`src/lcat_pkg.sv`:
```
package lcat_pkg;

  localparam int ADDR_W = 8;
  localparam int DATA_W = 8;
  localparam int LVL_W = 8;
  localparam int SETPT_W = 6;
  localparam int INC_W = 3;

  localparam logic [7:0] REG_LOOP_MODE = 8'h01;
  localparam logic [7:0] REG_ILLUM = 8'h06;
  localparam logic [7:0] REG_OUT_TRIM = 8'h07;
  localparam logic [7:0] REG_TEST = 8'h09;
  localparam logic [7:0] REG_INC_CFG = 8'h0b;
  localparam logic [7:0] REG_STATUS = 8'h12;

  localparam int DEADBAND_BIT = 6;
  localparam int LOOP_TYPE_BIT = 6;
  localparam int SETPT_LSB = 0;
  localparam int TRIM_LSB = 2;
  localparam int TA_LSB = 4;
  localparam int TEST_SIGNAL_SELECT_LSB = 0;
  localparam int INC_LSB = 0;
  localparam int ERR_RANGE_BIT = 1;
  localparam int ERR_PARITY_BIT = 2;

  localparam logic RST_DEADBAND = 1'b0;
  localparam logic RST_LOOP_TYPE = 1'b0;
  localparam logic [5:0] RST_SETPT = 6'h00;
  localparam logic [1:0] RST_TRIM = 2'h2;
  localparam logic [1:0] RST_TA = 2'h0;
  localparam logic [3:0] RST_TEST_SIGNAL_SELECT = 4'h0;
  localparam logic [2:0] RST_INC = 3'h0;
  localparam logic [7:0] RST_DRIVE = 8'h00;

  localparam logic [1:0] TA_NORMAL = 2'h0;
  localparam logic [1:0] TA_TEST = 2'h1;
  localparam logic [2:0] INC_DIG_TEST = 3'h5;
  localparam logic [7:0] DRIVE_MAX = 8'hff;
  localparam logic [7:0] DRIVE_MIN = 8'h00;

  localparam int CLK_PERIOD_NS = 8;
  localparam int LOOP_STEP_NS = 10000;
  localparam int LOOP_STEP_CYC =
    (LOOP_STEP_NS + CLK_PERIOD_NS - 1) / CLK_PERIOD_NS;
  localparam int LOOP_CNT_W = 11;
  localparam logic [10:0] LOOP_CNT_LAST = 11'(LOOP_STEP_CYC - 1);

  typedef enum logic [2:0] {
    LOOP_WAIT = 3'b001,
    LOOP_EVAL = 3'b010,
    LOOP_STEP = 3'b100
  } lcat_loop_state_t;

endpackage

```
`src/lcat_sync3.sv`:
```
`timescale 1ns/100ps
module lcat_sync3 #(
  parameter int W = 8
) (
  input wire logic clk_sys, // System clock
  input wire logic srst, // Sync reset, active high
  input wire logic [W-1:0] async_in, // Level from outside the domain
  output logic [W-1:0] sync_out // Accepted level
);
  logic [W-1:0] s1_q;
  logic [W-1:0] s2_q;
  logic [W-1:0] s3_q;

  genvar i;
  generate
    for (i = 0; i < W; i++) begin : g_bit
      always_ff @(posedge clk_sys) begin
        if (srst) begin
          s1_q[i] <= 1'b0;
          s2_q[i] <= 1'b0;
          s3_q[i] <= 1'b0;
          sync_out[i] <= 1'b0;
        end else begin
          s1_q[i] <= async_in[i];
          s2_q[i] <= s1_q[i];
          s3_q[i] <= s2_q[i];
          // Whole word must agree, so a torn word never passes
          if (s2_q == s3_q) begin
            sync_out[i] <= s3_q[i];
          end
        end
      end
    end
  endgenerate
endmodule // lcat_sync3

```
`src/lcat_test_route.sv`:
```
`timescale 1ns/100ps
module lcat_test_route (
  input wire logic clk_sys, // System clock
  input wire logic srst, // Sync reset, active high
  input wire logic [1:0] analogTestSelect, // Analog test field
  input wire logic [3:0] testSignalSelect, // Test signal select
  input wire logic [2:0] incConfig, // Quadrature output config
  input wire logic [2:0] incNormal, // Normal A, B, Z
  input wire logic [47:0] digTestBus, // Pin i uses bits i*16 +: 16
  output logic anaTestEn, // Analog test routing on
  output logic anaFactory, // Factory analog test code
  output logic [3:0] anaMuxSel, // Analog switch select
  output logic [2:0] incOut // Drive for A, B, Z pins
);
  import lcat_pkg::*;

  wire digTest = (incConfig == INC_DIG_TEST);
  wire anaTest = (analogTestSelect == TA_TEST);
  wire anaFac = (analogTestSelect != TA_NORMAL) && !anaTest;
  wire [2:0] incSel;

  genvar i;
  generate
    for (i = 0; i < 3; i++) begin : g_pin
      wire [15:0] col = digTestBus[i*16 +: 16];
      assign incSel[i] = digTest ? col[testSignalSelect] : incNormal[i];
    end
  endgenerate

  always_ff @(posedge clk_sys) begin
    if (srst) begin
      anaTestEn <= 1'b0;
      anaFactory <= 1'b0;
      anaMuxSel <= RST_TEST_SIGNAL_SELECT;
      incOut <= 3'h0;
    end else begin
      anaTestEn <= anaTest;
      anaFactory <= anaFac;
      anaMuxSel <= anaTest ? testSignalSelect : RST_TEST_SIGNAL_SELECT;
      incOut <= incSel;
    end
  end
endmodule // lcat_test_route

```
`src/lcat_top.sv`:
```
`timescale 1ns/100ps
module lcat_top (
  input wire logic clk_sys, // System clock, 125 MHz
  input wire logic srst, // Sync reset, active high
  input wire logic [7:0] regAddr, // Register address
  input wire logic [7:0] regWrData, // Write data
  input wire logic regWrEn, // Write strobe, one cycle
  input wire logic regRdEn, // Read strobe, one cycle
  output logic [7:0] regRdData, // Read data
  output logic regRdValid, // Read data valid, one cycle
  input wire logic [7:0] ampSqLevel, // Squared amplitude level, async
  input wire logic [7:0] dcSumLevel, // DC sum level, async
  input wire logic ramParityFault, // RAM monitor pulse, same clock
  input wire logic [2:0] incNormal, // Normal A, B, Z
  input wire logic [47:0] digTestBus, // Digital test signals
  output logic [7:0] ledDrive, // LED current source setting
  output logic ledLoopType, // Loop type to analog front end
  output logic alarmOut, // Alarm pin, high on error
  output logic [1:0] oscTrim, // Trim for both oscillators
  output logic anaTestEn, // Analog test routing on
  output logic anaFactory, // Factory analog test code
  output logic [3:0] anaMuxSel, // Analog switch select
  output logic [2:0] incOut // Incremental pin drive
);
  import lcat_pkg::*;

  logic deadband_q;
  logic loopType_q;
  logic [5:0] setpoint_q;
  logic [1:0] trim_q;
  logic [1:0] ta_q;
  logic [3:0] test_signal_select_q;
  logic [2:0] inc_q;
  logic rangeErr_q;
  logic parityErr_q;
  logic alarm_q;
  logic [7:0] drive_q;
  logic upReq_q;
  logic downReq_q;
  logic [10:0] tick_q;
  logic [7:0] rdData_q;
  logic rdValid_q;
  lcat_loop_state_t state_q;
  lcat_loop_state_t state_d;
  logic [7:0] ampSync;
  logic [7:0] dcSync;

  // Both level words share one word-wide agreement check: a word is taken
  // only once two samples match on every bit. A level that never settles
  // delays the update but can never hand over a torn word.
  lcat_sync3 #(.W(16)) u_sync (
    .clk_sys(clk_sys),
    .srst(srst),
    .async_in({ampSqLevel, dcSumLevel}),
    .sync_out({ampSync, dcSync})
  );

  // Register decode
  wire wrLoopMode = regWrEn && (regAddr == REG_LOOP_MODE);
  wire wrIllum = regWrEn && (regAddr == REG_ILLUM);
  wire wrOutTrim = regWrEn && (regAddr == REG_OUT_TRIM);
  wire wrTest = regWrEn && (regAddr == REG_TEST);
  wire wrInc = regWrEn && (regAddr == REG_INC_CFG);

  always_ff @(posedge clk_sys) begin
    if (srst) begin
      deadband_q <= RST_DEADBAND;
      loopType_q <= RST_LOOP_TYPE;
      setpoint_q <= RST_SETPT;
      trim_q <= RST_TRIM;
      ta_q <= RST_TA;
      test_signal_select_q <= RST_TEST_SIGNAL_SELECT;
      inc_q <= RST_INC;
    end else begin
      if (wrLoopMode) begin
        deadband_q <= regWrData[DEADBAND_BIT];
      end
      if (wrIllum) begin
        loopType_q <= regWrData[LOOP_TYPE_BIT];
        setpoint_q <= regWrData[SETPT_LSB +: SETPT_W];
      end
      if (wrOutTrim) begin
        trim_q <= regWrData[TRIM_LSB +: 2];
      end
      if (wrTest) begin
        ta_q <= regWrData[TA_LSB +: 2];
        test_signal_select_q <= regWrData[TEST_SIGNAL_SELECT_LSB +: 4];
      end
      if (wrInc) begin
        inc_q <= regWrData[INC_LSB +: INC_W];
      end
    end
  end

  // Read mux; unlisted addresses and unused bits read as zero
  wire [7:0] rdLoopMode = {1'b0, deadband_q, 6'h00};
  wire [7:0] rdIllum = {1'b0, loopType_q, setpoint_q};
  wire [7:0] rdOutTrim = {4'h0, trim_q, 2'h0};
  wire [7:0] rdTest = {2'h0, ta_q, test_signal_select_q};
  wire [7:0] rdInc = {5'h00, inc_q};
  wire [7:0] rdStatus = {5'h00, parityErr_q, rangeErr_q, 1'b0};
  wire [7:0] rdMux =
    (regAddr == REG_LOOP_MODE) ? rdLoopMode :
    (regAddr == REG_ILLUM) ? rdIllum :
    (regAddr == REG_OUT_TRIM) ? rdOutTrim :
    (regAddr == REG_TEST) ? rdTest :
    (regAddr == REG_INC_CFG) ? rdInc :
    (regAddr == REG_STATUS) ? rdStatus : 8'h00;

  always_ff @(posedge clk_sys) begin
    if (srst) begin
      rdData_q <= 8'h00;
      rdValid_q <= 1'b0;
    end else begin
      rdValid_q <= regRdEn;
      if (regRdEn) begin
        rdData_q <= rdMux;
      end
    end
  end

  // Regulation target: four level codes per setpoint code
  wire [7:0] measured = loopType_q ? dcSync : ampSync;
  wire [7:0] target = {setpoint_q, 2'b00};
  // 1/32 + 1/64 of target, close to five percent
  wire [7:0] band = (target >> 5) + (target >> 6);
  wire [8:0] hiLimit = {1'b0, target} + {1'b0, band};
  wire [7:0] loLimit = target - band;
  wire contUp = measured < target;
  wire contDown = measured > target;
  wire bandUp = measured < loLimit;
  wire bandDown = {1'b0, measured} > hiLimit;
  wire needUp = deadband_q ? bandUp : contUp;
  wire needDown = deadband_q ? bandDown : contDown;
  wire tickDone = (tick_q == LOOP_CNT_LAST);

  always_comb begin
    state_d = state_q;
    case (state_q)
      LOOP_WAIT: begin
        if (tickDone) begin
          state_d = LOOP_EVAL;
        end
      end
      LOOP_EVAL: begin
        state_d = LOOP_STEP;
      end
      LOOP_STEP: begin
        state_d = LOOP_WAIT;
      end
      default: begin
        state_d = LOOP_WAIT;
      end
    endcase
  end

  wire atMax = (drive_q == DRIVE_MAX);
  wire atMin = (drive_q == DRIVE_MIN);
  wire stepNow = (state_q == LOOP_STEP);
  // Range error holds while more current is wanted than is available
  wire rangeErr_d = stepNow ? (upReq_q && atMax) : rangeErr_q;
  // Parity error stays until reset; nothing clears it
  wire parityErr_d = parityErr_q || ramParityFault;
  wire alarm_d = rangeErr_d || parityErr_d;

  always_ff @(posedge clk_sys) begin
    if (srst) begin
      state_q <= LOOP_WAIT;
      tick_q <= 11'h000;
      upReq_q <= 1'b0;
      downReq_q <= 1'b0;
      drive_q <= RST_DRIVE;
    end else begin
      state_q <= state_d;
      tick_q <= (state_q == LOOP_WAIT && !tickDone) ? tick_q + 11'h001 :
        11'h000;
      if (state_q == LOOP_EVAL) begin
        upReq_q <= needUp;
        downReq_q <= needDown;
      end
      if (stepNow && upReq_q && !atMax) begin
        drive_q <= drive_q + 8'h01;
      end else if (stepNow && downReq_q && !atMin) begin
        drive_q <= drive_q - 8'h01;
      end
    end
  end

  always_ff @(posedge clk_sys) begin
    if (srst) begin
      rangeErr_q <= 1'b0;
      parityErr_q <= 1'b0;
      alarm_q <= 1'b0;
    end else begin
      rangeErr_q <= rangeErr_d;
      parityErr_q <= parityErr_d;
      alarm_q <= alarm_d;
    end
  end

  lcat_test_route u_route (
    .clk_sys(clk_sys),
    .srst(srst),
    .analogTestSelect(ta_q),
    .testSignalSelect(test_signal_select_q),
    .incConfig(inc_q),
    .incNormal(incNormal),
    .digTestBus(digTestBus),
    .anaTestEn(anaTestEn),
    .anaFactory(anaFactory),
    .anaMuxSel(anaMuxSel),
    .incOut(incOut)
  );

  assign regRdData = rdData_q;
  assign regRdValid = rdValid_q;
  assign ledDrive = drive_q;
  assign ledLoopType = loopType_q;
  assign alarmOut = alarm_q;
  assign oscTrim = trim_q;
endmodule // lcat_top

```
`config.mk`:
```
export PLATFORM = sky130hd
export DESIGN_NAME = lcat_top
export DESIGN_NICKNAME = d
export VERILOG_FILES = /design/src/lcat_pkg.sv /design/src/lcat_sync3.sv /design/src/lcat_test_route.sv /design/src/lcat_top.sv
export SDC_FILE = /design/constraint.sdc
export NUM_CORES = 1
export LEC_CHECK = 0
export ABC_AREA = 0
export BUFFER_PORTS_ARGS = -buffer_cell sky130_fd_sc_hd__buf_2
export CAP_MARGIN = 20
export CORE_MARGIN = 4
export CORE_UTILIZATION = 30
export DETAILED_ROUTE_END_ITERATION = 8
export PLACE_DENSITY = 0.51
export SLEW_MARGIN = 5
export SYNTH_ARGS = -nofsm -noshare
export SYNTH_HDL_FRONTEND = slang
export SYNTH_SLANG_ARGS = --single-unit
```
`constraint.sdc`:
```
create_clock -name clk_sys -period 4.3 [get_ports clk_sys]
set_input_delay 0.215 -clock clk_sys [delete_from_list [all_inputs] [get_ports clk_sys]]
set_output_delay 0.215 -clock clk_sys [all_outputs]
set_load 0.02 [all_outputs]
```
# Yosys cells after proc, flatten, opt, wreduce, memory -nomap -nowiden
# Index checks and enable logic that the tools add are counted.
# op_classes
add_sub_neg,6
mul,0
n_div,0
magnitude_cmp,5
eq_ne,15
n_shift,0
mux,23
bitwise_logic,2
n_reduce_logical,23
# ops
op,count
8-bit 2-to-1 mux,3
16-bit equality test,1
8-bit by 3-bit equality test with 1-bit output (second input constant),2
8-bit by 4-bit equality test with 1-bit output (second input constant),2
8-bit < comparator,2
7-bit 2-to-1 mux,2
1-bit binary-select mux with 4-bit select,3
1-bit logical AND,12
6-bit 2-to-1 mux,2
11-bit by 1-bit adder with 11-bit output (second input constant),1
11-bit equality test (second input constant),1
8-bit by 4-bit adder with 9-bit output,1
8-bit by 9-bit > comparator with 1-bit output,1
1-bit 2-to-1 mux,9
3-bit 2-to-1 mux,3
8-bit by 1-bit adder with 8-bit output (second input constant),1
8-bit by 1-bit equality test with 1-bit output (second input constant),1
8-bit by 5-bit equality test with 1-bit output (second input constant),1
8-bit equality test (second input constant),1
8-bit > comparator,1
8-bit logical NOT,1
8-bit by 1-bit subtractor with 8-bit output (second input constant),1
8-bit by 4-bit subtractor with 8-bit output,1
3-bit equality test (second input constant),2
12 further kinds,19
# word_totals
register_bits,128
latch_bits,0
mem_bits_rw,0
romBits,0
in_bits,88
output_inout_bits,30
elab_cells,159
memories,0

# Depth between registers and ports, before layout
# logic_depth
word_depth,7
depth_mapped,14
mapped_depth_nobuf,14

# Modules after synthesis
# From an unflattened synthesis, not the netlist that was laid out.
# unflattened
cells_unflattened,657
area_unflattened_um2,6404.9
# modules_own_cells
mod,n_inst,cells_each,area_each_um2,seq_area_each_um2
lcat_top,1,422,3550.9,1081.0
lcat_sync3,1,190,2173.3,1281.2
lcat_test_route,1,45,680.7,180.2

# Worst setup path after synthesis
# No wires, ideal clock.
# synth_path
path_kind,register to register
startpoint,register setpoint_q[4]
endpoint,register downReq_q
setup_ps,141
arrival_ps,3087
required_time_ps,4159
slack_ps,1072
path_stages_with_launch,15
n_path_buf,0
synth_period_minus_slack_ps,3228
path_cell_list,dfxtp_1 ha_1 fa_1 xor2_1 ha_1 inv_1 fa_1 nor3_1 xnor2_1 ha_1 a211o_1 o221ai_1 a21oi_1 o21ai_0 a31oi_1
# synth_between
elab_chain_cells,4
word_cells_on_any_way,5
classes_between,add/sub (2); order compare (2); mux (1)
# synth_lines
element,line,text
from (decl),lcat_top.sv:29,logic [5:0] setpoint_q;
from (signal assigned),lcat_top.sv:80,setpoint_q <= regWrData[SETPT_LSB +: SETPT_W];
3-bit by 2-bit adder with 4-bit output,lcat_top.sv:126,wire [7:0] band = (target >> 5) + (target >> 6);
8-bit by 4-bit adder with 9-bit output,lcat_top.sv:127,"wire [8:0] hiLimit = {1'b0, target} + {1'b0, band};"
8-bit by 9-bit > comparator with 1-bit output,lcat_top.sv:132,"wire bandDown = {1'b0, measured} > hiLimit;"
1-bit 2-to-1 mux *,lcat_top.sv:134,wire needDown = deadband_q ? bandDown : contDown;
to (signal assigned),lcat_top.sv:179,downReq_q <= needDown;
to (decl),lcat_top.sv:39,logic downReq_q;
# Every way passes the cells marked *; elsewhere a longest branch is shown, timed or not.
# A chain may end at the register's enable or synchronous reset.

# Final worst setup path
# Ends and elaborated chain as after synthesis.

==> out/metrics.yaml <==
sta:
  rsz0062_at_grt: "no"
  fmax_ghz: 0.2836
  finalMaxSlewViolations: 0
  setup_tns_ns: 0
  setup_viol: 0
  period_share_pct: 81.99
  tightestPinTransition_ns: 0.8758
  finalHoldViolCount: 0
  fin_crit_ns: 3.526
  relSlewSlack_pct: 41.54
  skew_ns: 0.005291
  fin_ws_ns: 0.7744
floorplanning:
  fp.dieW_um: 151.1
  rows: 52
  start_util_pct: 30.45
  die_h_um: 151.1
  coreArea_um2: 20170
  pin_count: 118
  die_area_um2: 22830
cts:
  path_clk_slew_ns: 0.06
  cts-root-buf: "clkbuf_16"
  htree_levels: 4
  clock-sinks: 127
  cts_tree: "built"
  clock_latency_ns: 0.42
  clockBufferDepth: 2
  cts_made_buffers: 17
  ctsResizeCount: 0
placement:
  pre_cts_slack_ns: 0.7746
  post-dp-hpwl_um: 10270
  port_buffers: 115
  gp_congestion: 0.8335
finish:
  final_nets: 889
  antenna_cells: 0
  drive_above_1_share_pct: 22.12
  fill_cells: 2061
  area_delta_synth_final_pct: 24.69
yosys:
  synth_area_leaders: "dfxtp_1, ha_1, nor2b_1"
  ys_ff_latch: 127
  synthXorXnorAreaFrac_pct: 5.561
  synthCells: 640
  synth_common_cells: "dfxtp_1, nor2_1, nor2b_1, nand2_1"
  synth_top_family_by_area: "simple AND/OR/NAND/NOR gates"
  synth_top_cell_area_share_pct: 41.39
  yosysSeqAreaShare_pct: 41.39
  synth-edff-count: 0
  yosysMostFrequentCell: "dfxtp_1"
  synth-simple-area-share_pct: 20.64
  synthMuxAreaShare_pct: 10.06
  ys_types: 58
  synth_top_cell_by_area: "dfxtp_1"
  synth_compound_area_share_pct: 10.33
  yosysWarnings: 0
  synthesis.area_um2: 6142
  async_flop_share_pct: 0
  synth_nets: 769
  ys.flop_type: "dfxtp_1"
  synth_fa_ha_area_share_pct: 8.719
  avgSynthCellArea_um2: 9.597
global_routing:
  first_global_vias: 4635
  grt_max_degree: 65
  antenna_found_initial: 0
  grt_pass1_wl_um: 22910
  overflow: 0
  grt.total_usage_pct: 12.54
pwr:
  p_leak_nw: 3.306
  peakVddDrop_uv: 242.7
  p_per_area_nw_per_um2: 363.0
critical_path:
  critPathBufInv: 1
  r2r_cells: 14
  critical_path_cell_count: 14
  critPathArrivalTime_ns: 3.80
  path_common_cell: "ha_1"
  crit_chain: "ha_1 > fa_1 > xor2_1 > ha_1 > inv_1 > fa_1 > nor3_1 > xnor2_1 > ha_1 > a211o_1 > o221ai_1 > a21oi_1 > o21ai_0 > a31oi_1"
  r2r-end: "downReq_q$_SDFFE_PP0N_"
  cp-start-kind: "register"
  slowest_stage: "dfxtp_1"
  critPathMaxStageDelay_ns: 0.42
  required_ns: 4.57
  ff2ff_setup_slack_ns: 0.77
  critPathKind: "reg -> reg"
  end_kind: "register"
  r2r-start: "setpoint_q[4]$_SDFFE_PP0P_"
  critPathTopFamily: "adder cells"
  cp_max_fo: 8
min_path:
  min-delay-start: "ampSqLevel[3]"
  min_path_type: "in -> reg"
  hold_end: "u_sync.s1_q[11]$_SDFF_PP0_"
  min_delay_path_depth: 2
drt:
  firstDrtPassIters: 4
  vias: 4799
  drt_first_iter_violations: 143
  viasPerCell: 4.601
  post-route-drc-count: 0
  wl_per_cell_um: 13.20
  drt_wl_total_um: 13770
  ant_nets: 0
outcome:
  status: "finished clean"
job:
  drv_cap: 0
-- stage by stage --
step / instance area (um^2) / total power (W) / util, % / std cells / hold WS (ns)
final: 7659 / 0.002780 / 37.97 / 1043 / 0.01374
after global routing: 7659 / 0.002897 / 37.97 / 1043 / 0.01842
after CTS: 7659 / 0.002825 / 37.97 / 1043 / 0.004669
after detailed placement: 6945 / 0.001398 / 34.44 / 998 / 0.4239
after global placement: 6945 / 0.001397 / 34.44 / 998 / 0.4217
after floorplan: 6142 / 0.001331 / - / 640 / 0.3406
-- flip-flops by register name, summed over array words and instances, names as in the netlist, 2 cells and up --
signal                cells
u_sync.s2_q              16
state_q                   3
setpoint_q                6
u_sync.s1_q              16
u_route.anaMuxSel         4
ta_q                      2
test_signal_select_q      4
tick_q                   11
inc_q                     3
u_sync.sync_out          16
u_sync.s3_q              16
regRdData                 7
oscTrim                   2
u_route.incOut            3
ledDrive                  8
-- placed cells by master, fill, tap and decap left out, drive strengths merged, types with 6 or more instances in the layout --
| cell type | synthesis | final |
|---|---|---|
| inv | 21 | 22 |
| nand4 | 11 | 11 |
| mux2 | 6 | 6 |
| nor2 | 62 | 62 |
| xor2 | 25 | 25 |
| buf | 12 | 116 |
| nor2b | 60 | 60 |
| xnor2 | 14 | 14 |
| mux2i | 28 | 28 |
| o21ai | 17 | 17 |
| nand2b | 8 | 8 |
| clkinv | 0 | 6 |
| nor4 | 10 | 10 |
| nand3 | 23 | 23 |
| a22oi | 9 | 9 |
| and2 | 8 | 8 |
| ha | 38 | 38 |
| dlygate4sd3 | 0 | 13 |
| nand2 | 39 | 39 |
| mux4 | 12 | 12 |
| clkbuf | 16 | 19 |
| dfxtp | 127 | 127 |
| o211ai | 7 | 7 |
| a21oi | 38 | 38 |
-- layer usage --
metal / up-vias / GRT usage (%) / part of all wire (%)
li1: 2483 / - / -
met1: 2218 / 17.21 / 49
met2: 85 / 19.22 / 45
met3: 13 / 3.321 / 4.6
met4: 0 / 4.080 / 1.1
met5: - / 0 / 0
-- final cells by class --
cell class	count	area, um^2	share of cell area, %
clock buffer	19	442.9	5.783
clock inverter	13	140.1	1.830
inverter	21	78.83	1.029
multi-input combinational	464	3401	44.40
sequential	127	2542	33.20
tap	270	337.8	4.411
timing repair buffer	129	715.7	9.345
-- report_power, final --
group	internal [W]	leakage, nW	switching, W	total [W]
combinational	0.0000824	2.00	0.0000790	0.000161
sequential	0.00120	1.03	0.0000132	0.00122
clock	0.000867	0.275	0.000534	0.00140
total	0.00215	3.31	0.000626	0.00278
-- worst max-delay path by stage --
stage                          startpoint                     end  slack, ns
3_3_place_gp   setpoint_q[4]$_SDFFE_PP0P_  downReq_q$_SDFFE_PP0N_       0.85
5_1_grt        setpoint_q[4]$_SDFFE_PP0P_  downReq_q$_SDFFE_PP0N_       0.45
3_5_place_dp   setpoint_q[4]$_SDFFE_PP0P_  downReq_q$_SDFFE_PP0N_       0.77
4_1_cts        setpoint_q[4]$_SDFFE_PP0P_  downReq_q$_SDFFE_PP0N_       0.75
6_report       setpoint_q[4]$_SDFFE_PP0P_  downReq_q$_SDFFE_PP0N_       0.77
2_1_floorplan  setpoint_q[4]$_SDFFE_PP0P_  downReq_q$_SDFFE_PP0N_       1.07
-- worst register-to-register path, cell delays in order (launching register included) --
cell and delay (ns):
dfxtp_1 0.42, ha_1 0.28, fa_1 0.39, xor2_1 0.19
ha_1 0.21, inv_1 0.06, fa_1 0.39, nor3_1 0.24
xnor2_1 0.17, ha_1 0.28, a211o_1 0.28, o221ai_1 0.17
a21oi_1 0.05, o21ai_0 0.16, a31oi_1 0.10
-- cell families (layout without fill, tap and decap cells) --
group           Yosys count  in the layout
buf+inv                  49            182
simple gates            239            239
fa+ha+maj                41             41
mux                      46             46
other cells               1              1
compound gates           98             98
flops                   127            127
xor+xnor                 39             39
-- timing repair --
| action | in CTS | in global routing |
|---|---|---|
| hold endpoints to repair | 13 | 0 |
| hold buffers | 13 | 0 |
| buffers inserted | 0 | 0 |
(Power assumes the default switching activity.)
